--- config.mk ---
export PLATFORM = sky130hd
export DESIGN_NAME = lnini_core
export DESIGN_NICKNAME = d
export VERILOG_FILES = /design/src/lnini_pkg.sv /design/src/lnini_core.sv /design/src/lnini_run_cnt.sv
export SDC_FILE = /design/constraint.sdc
export NUM_CORES = 1
export LEC_CHECK = 0
export BUFFER_PORTS_ARGS = -buffer_cell sky130_fd_sc_hd__buf_2
export CAP_MARGIN = 5
export CORE_ASPECT_RATIO = 0.8
export CORE_MARGIN = 3
export CORE_UTILIZATION = 43
export CTS_CLUSTER_SIZE = 30
export DETAILED_ROUTE_END_ITERATION = 10
export PLACE_DENSITY = 0.79
export SLEW_MARGIN = 30
export SYNTH_ARGS = -nofsm -noshare
export SYNTH_HDL_FRONTEND = slang
export SYNTH_HIERARCHICAL = 1
export SYNTH_SLANG_ARGS = --single-unit
--- constraint.sdc ---
create_clock -name I_CLK -period 5.8 [get_ports I_CLK]
set_clock_uncertainty 0.15 [all_clocks]
set_input_delay 1.16 -clock I_CLK [delete_from_list [all_inputs] [get_ports I_CLK]]
set_output_delay 1.16 -clock I_CLK [all_outputs]
set_load 0.1 [all_outputs]
--- src/lnini_pkg.sv ---
// Constants and types for the lane bring-up state machine.
// Assumes a 20 MHz clock and a classic Wishbone register port.
// Function
// - Leave line flush for Disabled only after two microseconds there.
// - Disabled keeps transmit driver, transmit PLL, receiver and recovery off.
// - Disabled, Wait and Started test exits in fixed order, first wins.
// - Full lane reset goes to cold reset; then partial reset to flush.
// - Disabled goes to Wait on bring-up request or automatic bring-up.
// - Lowest exit: 8 consecutive signal-lost or standby words go to flush.
// - Wait keeps transmitter off, receiver and recovery on, control words on.
// - Wait returns to Disabled when request and automatic bring-up both low.
// - Wait goes to Started on request, or when receive signal present.
// - Entering Started starts a 20 us timeout that later states keep.
// - Started enables everything and sends first handshake words.
// - Started receives control words and loads the receive-error counter.
// - Three straight handshake words without receive error go to Connecting.
// - Three straight inverted handshake words go to the polarity-flip state.
// - Started goes to line flush when the timeout expires first.
// - Line flush switches receive inversion off; only polarity flip sets it.

package lnini_pkg;
    localparam int CLK_PERIOD_NS = 50;
    localparam int FLUSH_TIME_NS = 2000;
    localparam int FLUSH_CYC     = (FLUSH_TIME_NS + CLK_PERIOD_NS - 1)
                                   / CLK_PERIOD_NS;
    localparam int FLUSH_W       = 6;
    localparam int INIT_TMO_NS   = 20000;
    localparam int TMO_CYC       = (INIT_TMO_NS + CLK_PERIOD_NS - 1)
                                   / CLK_PERIOD_NS;
    localparam int TMO_W         = 9;
    localparam int DROP_RUN      = 8;
    localparam int HS_RUN        = 3;

    localparam logic [7:0] ADR_CTRL = 8'h00;
    localparam logic [7:0] ADR_STAT = 8'h04;
    localparam logic [7:0] ADR_RXE  = 8'h08;

    localparam int CTRL_START = 0;
    localparam int CTRL_AUTO  = 1;
    localparam int CTRL_FULL  = 2;
    localparam int CTRL_PART  = 3;

    localparam int STAT_TX    = 3;
    localparam int STAT_RX    = 4;
    localparam int STAT_INV   = 5;
    localparam int STAT_TMR   = 6;
    localparam int STAT_NOSIG = 7;
    localparam int STAT_ERR   = 8;

    localparam logic [7:0] RXE_INIT_RST = 8'h08;

    typedef enum logic [2:0] {
        ST_COLD  = 3'h0,
        ST_FLUSH = 3'h1,
        ST_DIS   = 3'h3,
        ST_WAIT  = 3'h2,
        ST_START = 3'h6,
        ST_CONN  = 3'h7,
        ST_FLIP  = 3'h5
    } lnini_state_t;

    typedef enum logic [2:0] {
        W_OTHER  = 3'h0,
        W_LOS    = 3'h1,
        W_STBY   = 3'h2,
        W_FIRST_HANDSHAKE_WORD  = 3'h3,
        W_SECOND_HANDSHAKE_WORD  = 3'h4,
        W_NINIT1 = 3'h5,
        W_NINIT2 = 3'h6,
        W_RECEIVE_ERROR_WORD  = 3'h7
    } lnini_word_t;

    typedef struct packed {
        logic        valid;
        lnini_word_t kind;
    } lnini_rxw_t;

    typedef struct packed {
        logic tx_drv;
        logic tx_pll;
        logic rx;
        logic rx_cdr;
        logic lane_control_word;
        logic rx_inv;
        logic send_first_handshake_word;
    } lnini_lane_t;
endpackage

--- src/lnini_core.sv ---
// Lane bring-up state machine: cold reset, flush, Disabled, Wait, Started, polarity flip and Connecting states.
// Assumes a Wishbone master on I_CLK and received words on I_CLK.
//
// Our own choices: the register addresses and the Wishbone interface to the registers.
`timescale 1ns/1ps

module lnini_core (
    input  wire logic               I_CLK,       // 20 MHz clock
    input  wire logic               I_SRST,      // Sync reset, high
    input  wire logic               I_WB_CYC,    // Bus cycle
    input  wire logic               I_WB_STB,    // Bus strobe
    input  wire logic               I_WB_WE,     // Write enable
    input  wire logic [7:0]         I_WB_ADR,    // Byte address
    input  wire logic [3:0]         I_WB_SEL,    // Byte lanes
    input  wire logic [31:0]        I_WB_DAT,    // Write data
    output logic      [31:0]        O_WB_DAT,    // Read data
    output logic                    O_WB_ACK,    // Acknowledge
    input  wire logic               I_NO_SIGNAL, // Receiver no signal, pin
    input  wire lnini_pkg::lnini_rxw_t I_RX_WORD, // Decoded rx word
    output lnini_pkg::lnini_lane_t  O_LANE,      // Lane power and modes
    output lnini_pkg::lnini_state_t O_STATE,     // Current state
    output logic      [7:0]         O_RECEIVE_ERROR_WORD_CNT, // Rx error word counter
    output logic                    O_RECEIVE_ERROR_WORD_LOAD // Counter loaded pulse
);
    lnini_pkg::lnini_state_t state_q;
    lnini_pkg::lnini_state_t state_d;
    lnini_pkg::lnini_lane_t  lane_q;
    lnini_pkg::lnini_lane_t  lane_d;

    logic                          ns_meta_q;
    logic                          ns_q;
    logic                          start_q;
    logic                          auto_q;
    logic                          full_cmd_q;
    logic                          part_cmd_q;
    logic [7:0]                    rxe_init_q;
    logic [7:0]                    receive_error_word_q;
    logic                          load_q;
    logic                          ack_q;
    logic [31:0]                   rdat_q;
    logic [lnini_pkg::FLUSH_W-1:0] flush_cnt_q;
    logic [lnini_pkg::TMO_W-1:0]   tmo_cnt_q;
    logic                          inv_q;

    logic       req;
    logic       wr;
    logic       up;
    logic       flush_done;
    logic       tmo_run;
    logic       tmo_exp;
    logic       los_full;
    logic       stby_full;
    logic       drop;
    logic [3:0] hs_full;
    logic       hs_ok;
    logic       hs_inv;
    logic       run_clr;
    logic       entry;
    logic       rxv;

    // Receiver status pin crosses into the clock domain
    always_ff @(posedge I_CLK)
    begin
        if (I_SRST)
        begin
            ns_meta_q <= 1'b1;
            ns_q      <= 1'b1;
        end
        else
        begin
            ns_meta_q <= I_NO_SIGNAL;
            ns_q      <= ns_meta_q;
        end
    end

    // Register port
    assign req = I_WB_CYC && I_WB_STB && !ack_q;
    assign wr  = req && I_WB_WE && I_WB_SEL[0];

    always_ff @(posedge I_CLK)
    begin
        if (I_SRST)
            ack_q <= 1'b0;
        else
            ack_q <= req;
    end

    always_ff @(posedge I_CLK)
    begin
        if (I_SRST || state_q == lnini_pkg::ST_COLD)
        begin
            start_q <= 1'b0;
            auto_q  <= 1'b0;
        end
        else if (wr && I_WB_ADR == lnini_pkg::ADR_CTRL)
        begin
            start_q <= I_WB_DAT[lnini_pkg::CTRL_START];
            auto_q  <= I_WB_DAT[lnini_pkg::CTRL_AUTO];
        end
    end

    // Reset commands are one-cycle pulses from a write of one
    always_ff @(posedge I_CLK)
    begin
        if (I_SRST)
        begin
            full_cmd_q <= 1'b0;
            part_cmd_q <= 1'b0;
        end
        else
        begin
            full_cmd_q <= wr && I_WB_ADR == lnini_pkg::ADR_CTRL
                          && I_WB_DAT[lnini_pkg::CTRL_FULL];
            part_cmd_q <= wr && I_WB_ADR == lnini_pkg::ADR_CTRL
                          && I_WB_DAT[lnini_pkg::CTRL_PART];
        end
    end

    always_ff @(posedge I_CLK)
    begin
        if (I_SRST || state_q == lnini_pkg::ST_COLD)
            rxe_init_q <= lnini_pkg::RXE_INIT_RST;
        else if (wr && I_WB_ADR == lnini_pkg::ADR_RXE)
            rxe_init_q <= I_WB_DAT[7:0];
    end

    always_ff @(posedge I_CLK)
    begin
        if (I_SRST)
            rdat_q <= 32'h0000_0000;
        else if (req && !I_WB_WE)
        begin
            rdat_q <= 32'h0000_0000;
            case (I_WB_ADR)
                lnini_pkg::ADR_CTRL:
                begin
                    rdat_q[lnini_pkg::CTRL_START] <= start_q;
                    rdat_q[lnini_pkg::CTRL_AUTO]  <= auto_q;
                end
                lnini_pkg::ADR_STAT:
                begin
                    rdat_q[2:0]                   <= state_q;
                    rdat_q[lnini_pkg::STAT_TX]    <= lane_q.tx_drv;
                    rdat_q[lnini_pkg::STAT_RX]    <= lane_q.rx;
                    rdat_q[lnini_pkg::STAT_INV]   <= inv_q;
                    rdat_q[lnini_pkg::STAT_TMR]   <= tmo_run;
                    rdat_q[lnini_pkg::STAT_NOSIG] <= ns_q;
                    rdat_q[lnini_pkg::STAT_ERR+:8] <= receive_error_word_q;
                end
                lnini_pkg::ADR_RXE:
                    rdat_q[7:0] <= rxe_init_q;
                default:
                    rdat_q <= 32'h0000_0000;
            endcase
        end
    end

    assign O_WB_ACK = ack_q;
    assign O_WB_DAT = rdat_q;

    // Word run counters
    assign rxv     = I_RX_WORD.valid;
    assign run_clr = (state_d != state_q);

    lnini_run_cnt #(
        .LIMIT (lnini_pkg::DROP_RUN)
    ) u_los_run (
        .i_clk  (I_CLK),
        .i_srst (I_SRST),
        .i_clr  (1'b0),
        .i_hit  (rxv && I_RX_WORD.kind == lnini_pkg::W_LOS),
        .i_brk  (rxv && I_RX_WORD.kind != lnini_pkg::W_LOS),
        .o_full (los_full)
    );

    lnini_run_cnt #(
        .LIMIT (lnini_pkg::DROP_RUN)
    ) u_stby_run (
        .i_clk  (I_CLK),
        .i_srst (I_SRST),
        .i_clr  (1'b0),
        .i_hit  (rxv && I_RX_WORD.kind == lnini_pkg::W_STBY),
        .i_brk  (rxv && I_RX_WORD.kind != lnini_pkg::W_STBY),
        .o_full (stby_full)
    );

    for (genvar g = 0; g < 4; g++)
    begin : g_hs
        localparam logic [2:0] K = 3'(int'(lnini_pkg::W_FIRST_HANDSHAKE_WORD) + g);
        logic is_hs;
        assign is_hs = I_RX_WORD.kind >= lnini_pkg::W_FIRST_HANDSHAKE_WORD
                       && I_RX_WORD.kind <= lnini_pkg::W_NINIT2;
        lnini_run_cnt #(
            .LIMIT (lnini_pkg::HS_RUN)
        ) u_hs_run (
            .i_clk  (I_CLK),
            .i_srst (I_SRST),
            .i_clr  (run_clr),
            .i_hit  (rxv && I_RX_WORD.kind == K),
            .i_brk  (rxv && I_RX_WORD.kind != K
                     && (is_hs || I_RX_WORD.kind == lnini_pkg::W_RECEIVE_ERROR_WORD)),
            .o_full (hs_full[g])
        );
    end

    assign drop   = los_full || stby_full;
    assign hs_ok  = hs_full[0] || hs_full[1];
    assign hs_inv = hs_full[2] || hs_full[3];
    assign up     = start_q || auto_q;

    // Flush dwell timer
    always_ff @(posedge I_CLK)
    begin
        if (I_SRST || state_q != lnini_pkg::ST_FLUSH)
            flush_cnt_q <= '0;
        else if (!flush_done)
            flush_cnt_q <= flush_cnt_q + 1'b1;
    end

    assign flush_done = (flush_cnt_q == lnini_pkg::FLUSH_W'(
                         lnini_pkg::FLUSH_CYC - 1));

    // Initialisation timeout, kept through the later states
    assign tmo_run = state_q == lnini_pkg::ST_START
                     || state_q == lnini_pkg::ST_FLIP
                     || state_q == lnini_pkg::ST_CONN;
    assign tmo_exp = tmo_cnt_q == lnini_pkg::TMO_W'(lnini_pkg::TMO_CYC - 1);
    assign entry   = state_q == lnini_pkg::ST_WAIT
                     && state_d == lnini_pkg::ST_START;

    always_ff @(posedge I_CLK)
    begin
        if (I_SRST || entry)
            tmo_cnt_q <= '0;
        else if (tmo_run && !tmo_exp)
            tmo_cnt_q <= tmo_cnt_q + 1'b1;
    end

    // Next state, exits in priority order
    always_comb
    begin
        state_d = state_q;
        case (state_q)
            lnini_pkg::ST_COLD:
                state_d = lnini_pkg::ST_FLUSH;
            lnini_pkg::ST_FLUSH:
                if (full_cmd_q)
                    state_d = lnini_pkg::ST_COLD;
                else if (flush_done)
                    state_d = lnini_pkg::ST_DIS;
            lnini_pkg::ST_DIS:
                if (full_cmd_q)
                    state_d = lnini_pkg::ST_COLD;
                else if (part_cmd_q)
                    state_d = lnini_pkg::ST_FLUSH;
                else if (up)
                    state_d = lnini_pkg::ST_WAIT;
                else if (drop)
                    state_d = lnini_pkg::ST_FLUSH;
            lnini_pkg::ST_WAIT:
                if (full_cmd_q)
                    state_d = lnini_pkg::ST_COLD;
                else if (part_cmd_q)
                    state_d = lnini_pkg::ST_FLUSH;
                else if (!up)
                    state_d = lnini_pkg::ST_DIS;
                else if (start_q || !ns_q)
                    state_d = lnini_pkg::ST_START;
                else if (drop)
                    state_d = lnini_pkg::ST_FLUSH;
            lnini_pkg::ST_START:
                if (full_cmd_q)
                    state_d = lnini_pkg::ST_COLD;
                else if (part_cmd_q)
                    state_d = lnini_pkg::ST_FLUSH;
                else if (hs_ok)
                    state_d = lnini_pkg::ST_CONN;
                else if (hs_inv)
                    state_d = lnini_pkg::ST_FLIP;
                else if (tmo_exp)
                    state_d = lnini_pkg::ST_FLUSH;
                else if (drop)
                    state_d = lnini_pkg::ST_FLUSH;
            lnini_pkg::ST_FLIP, lnini_pkg::ST_CONN:
                if (full_cmd_q)
                    state_d = lnini_pkg::ST_COLD;
                else if (part_cmd_q || ns_q)
                    state_d = lnini_pkg::ST_FLUSH;
                else if (hs_ok && state_q == lnini_pkg::ST_FLIP)
                    state_d = lnini_pkg::ST_CONN;
                else if (tmo_exp || drop)
                    state_d = lnini_pkg::ST_FLUSH;
            default:
                state_d = lnini_pkg::ST_FLUSH;
        endcase
    end

    always_ff @(posedge I_CLK)
    begin
        if (I_SRST)
            state_q <= lnini_pkg::ST_COLD;
        else
            state_q <= state_d;
    end

    // Lane power follows the next state
    always_comb
    begin
        lane_d = '0;
        case (state_d)
            lnini_pkg::ST_WAIT:
            begin
                lane_d.rx     = 1'b1;
                lane_d.rx_cdr = 1'b1;
                lane_d.lane_control_word   = 1'b1;
            end
            lnini_pkg::ST_START, lnini_pkg::ST_FLIP, lnini_pkg::ST_CONN:
            begin
                lane_d.tx_drv     = 1'b1;
                lane_d.tx_pll     = 1'b1;
                lane_d.rx         = 1'b1;
                lane_d.rx_cdr     = 1'b1;
                lane_d.lane_control_word       = 1'b1;
                lane_d.send_first_handshake_word = (state_d == lnini_pkg::ST_START);
            end
            default:
                lane_d = '0;
        endcase
        lane_d.rx_inv = inv_q;
    end

    always_ff @(posedge I_CLK)
    begin
        if (I_SRST || state_d == lnini_pkg::ST_FLUSH)
            inv_q <= 1'b0;
        else if (state_d == lnini_pkg::ST_FLIP)
            inv_q <= 1'b1;
    end

    always_ff @(posedge I_CLK)
    begin
        if (I_SRST)
            lane_q <= '0;
        else
            lane_q <= lane_d;
    end

    always_ff @(posedge I_CLK)
    begin
        if (I_SRST)
        begin
            receive_error_word_q <= 8'h00;
            load_q  <= 1'b0;
        end
        else
        begin
            load_q <= run_clr && (state_d == lnini_pkg::ST_START
                                  || state_d == lnini_pkg::ST_FLIP);
            if (run_clr && (state_d == lnini_pkg::ST_START
                            || state_d == lnini_pkg::ST_FLIP))
                receive_error_word_q <= rxe_init_q;
        end
    end

    assign O_LANE       = '{tx_drv:lane_q.tx_drv, tx_pll:lane_q.tx_pll,
                            rx:lane_q.rx, rx_cdr:lane_q.rx_cdr,
                            lane_control_word:lane_q.lane_control_word, rx_inv:inv_q,
                            send_first_handshake_word:lane_q.send_first_handshake_word};
    assign O_STATE      = state_q;
    assign O_RECEIVE_ERROR_WORD_CNT  = receive_error_word_q;
    assign O_RECEIVE_ERROR_WORD_LOAD = load_q;
endmodule

--- src/lnini_run_cnt.sv ---
// Counter of consecutive received words of one kind.
// Assumes hit and break are never high together.
`timescale 1ns/1ps

module lnini_run_cnt #(
    parameter int LIMIT = 8
) (
    input  wire logic i_clk,   // System clock
    input  wire logic i_srst,  // Sync reset, high
    input  wire logic i_clr,   // Restart count
    input  wire logic i_hit,   // Matching word seen
    input  wire logic i_brk,   // Breaking word seen
    output logic      o_full   // LIMIT reached
);
    localparam int W = $clog2(LIMIT + 1);

    logic [W-1:0] cnt_q;

    always_ff @(posedge i_clk)
    begin
        if (i_srst || i_clr || i_brk)
            cnt_q <= '0;
        else if (i_hit && !o_full)
            cnt_q <= cnt_q + 1'b1;
    end

    assign o_full = (cnt_q == W'(LIMIT));
endmodule
==> summary.txt <==
Run status
  – Status: completed

Critical path
  – Crit. Startpoint: I_WB_ADR[1]
  – Cells on worst reg2reg path: 12
  – CP Launch Type: input port
  – CP max stage cell: or4_1
  – Setup slack, reg-to-reg: 2710 ps
  – Crit Reg-Reg Endpoint: g_hs[1].u_hs_run/cnt_q[1]
  – Crit path cell chain: buf_2 -> nor4_1 -> nand2_1 -> or4_1 -> or2_0 -> a211o_1
  – Worst r2r src: u_stby_run/cnt_q[0]
  – Worst EP arrival: 3200 ps
  – CP Class: in2reg
  – Critical path depth: 6
  – Worst Setup EP: rxe_init_q[3]
  – Critical path endpoint category: register
  – Crit path max-delay family: simple AND/OR/NAND/NOR gates
  – Max incr delay on CP: 600 ps
  – Bufs and invs on worst path: 1
  – Required @ worst endpoint: 5890 ps
  – Crit-path max FO: 9

Placement
  – Placed Area: 4090 um2
  – Hpwl dp: 5.96 mm
  – RD Place Congestion: 0.837
  – PortBufs: 62

Layout
  – Nets: 539
  – Fillers: 743
  – Fraction of layout cells with a size suffix above 1: 21.3%
  – Util after Layout: 52.1%
  – N_diodes: 0
  – Design Area, Final: 4290 um2
  – Layout area overhead: 13.7%

GRT
  – Vias in the first global route: 2941
  – Total gr overflow: 0
  – Global-route wire length before repair: 13.7 mm
  – Largest net degree at the start of global routing: 49
  – Initial antenna violation count: 0
  – Global Route Usage Sum: 16.2%

STA
  – Slew headroom: 42.7%
  – TNS Setup: 0 ps
  – Setup violators final: 0
  – Final period util: 53.7%
  – Worst-Margin Slew: 859 ps
  – Unrepaired setup endpoints after global routing: false
  – Smallest hold slack: 265 ps
  – Hold violation count in the final report: 0
  – Fin crit period: 3120 ps
  – Slew Viols, Final: 0
  – Max Fclk: 321 MHz

Floorplan
  – Die area: 9950 um2
  – Core ar.: 8240 um2
  – Io pins: 106
  – Overall die width: 111 um
  – Die span in y: 89.8 um
  – Placement Rows: 29
  – Initial Utilization: 45.9%

Clock tree
  – CTS Buffer Depth: 2
  – Clk root buf: clkbuf_8
  – Cts hold-fix bufs: 0
  – CTS tree: built
  – CTS sink cnt: 78
  – Worst-skew pair later-pin latency: 340 ps
  – Num CTS Buffers: 9
  – H-Tree Depth: 3
  – Clock-pin slew on the worst setup and hold paths: 80 ps
  – Setup bufs post-CTS: 0
  – Post-CTS Resized: 0

Synthesis
  – Synth Flop Type: dfxtp_1
  – Synth Instances: 417
  – Avg Cell Area, Syn: 9.06 um2
  – Top cells by area, synth: dfxtp_1, mux2i_1, nor2_1
  – Ys async rst share: 0%
  – Number of synthesized flops with an enable pin: 0
  – Post-synthesis sequential element count: 78
  – Area share of the largest cell type after synthesis: 41.3%
  – Syn Std Cell Area: 3780 um2
  – Seq/Total Area, Yosys: 41.3%
  – Yosys warns: 6
  – List of most frequent post-synthesis cells: dfxtp_1, nor2_1, mux2i_1, nand2_1, buf_4
  – Yosys top cell by area: dfxtp_1
  – Library cells used by synthesis: 57
  – Most common cell in the netlist: dfxtp_1

Power and ir drop
  – Peak supply drop: 0.120 mV
  – Leak: 0.00178 uW
  – Pwr/cell area: 246 nW/um2

Drt
  – Post-Route WL: 8.00 mm
  – # DRC: 0
  – Initial DRC Count: 184
  – DR pass1 iterations: 5
  – Vias/cell: 5.29
  – Routed len/inst: 13.6 um
  – Final ANT Viol Nets: 0
  – Via count: 3111

Job
  – Max Cap Viol: 0

Hold path
  – HP Class: reg2reg
==> worst min path at each step <==
stage	to	slack, ps	depth (start not counted)	start
finish	ns_q	260	1	ns_meta_q
global route	ns_q	290	1	ns_meta_q
CTS	ns_q	260	1	ns_meta_q
detailed placement	ns_q	250	1	ns_meta_q
global placement	ns_q	250	1	ns_meta_q
floorplan	ns_q	240	1	ns_meta_q
==> cells by family after synthesis <==
group | synth area share (%)
mux | 6.96
flops | 41.3
compound gates | 14.2
other cells | 0.0993
xor+xnor | 4.41
simple gates | 22.6
fa+ha+maj | 3.31
buf+inv | 7.06
==> sequential cells by signal, summed over array words and instances (netlist names) <==
name	flops
auto_q	1
flush_cnt_q	6
O_RECEIVE_ERROR_WORD_LOAD	1
ns_q	1
tmo_cnt_q	9
full_cmd_q	1
u_los_run/cnt_q	4
O_WB_DAT	16
start_q	1
ns_meta_q	1
u_stby_run/cnt_q	4
O_STATE	3
g_hs.u_hs_run/cnt_q	8
O_RECEIVE_ERROR_WORD_CNT	8
part_cmd_q	1
rxe_init_q	8
inv_q	1
O_LANE	3
O_WB_ACK	1
==> stage by stage <==
step	std cells	setup WS, ps	power (uW)
after floorplan	434	2790	654
after global routing	588	2480	1090
after CTS	588	2690	1060
after global placement	572	2370	664
after detailed placement	572	2320	665
final	588	2680	1050
==> routing by layer <==
layer	GRT usage (%)	share of wire, %
met1	20.9	45
met2	26.7	47
met3	3.96	6.5
met4	5.03	1.2
met5	0	0
==> cells in the final DEF, fill, tap and decap left out, types with 2 or more instances in the layout <==
master / count
xor2_1: 7
a211oi_1: 2
o21ai_1: 2
xnor2_1: 12
nor2b_1: 2
or3_1: 7
conb_1: 18
a21oi_2: 3
inv_1: 14
a21oi_1: 19
nor4_2: 2
nor4_1: 14
clkbuf_8: 10
nand4_1: 3
nand2_1: 24
ha_1: 10
dfxtp_1: 78
nand2b_1: 10
clkinvlp_4: 2
mux2i_1: 24
and3_1: 3
nor2_1: 63
a22oi_1: 16
o21a_1: 2
nor3_1: 5
inv_2: 2
nand3b_4: 2
nand3_1: 8
a21boi_0: 3
nand3b_1: 2
buf_2: 62
o21ai_0: 9
nor2b_4: 4
o31ai_1: 2
mux2_2: 2
a21o_1: 2
or2_2: 3
o32ai_1: 2
==> final cells by class <==
cell class | count | area [um2] | share of cell area, %
well taps | 108 | 135 | 3.15
inverters | 16 | 60.1 | 1.40
repair buffers | 63 | 318 | 7.40
multi-input cells | 307 | 2020 | 47.0
clock inverters | 5 | 58.8 | 1.37
clock buffers | 11 | 141 | 3.29
flip-flops and latches | 78 | 1560 | 36.4
==> power breakdown <==
group,total [uW],internal (uW),switching [uW]
logic,111,20.2,90.8
registers,542,538,4.63
clock network,401,211,191
total,1050,769,286
Note: power is estimated with default switching activity, not from simulation.
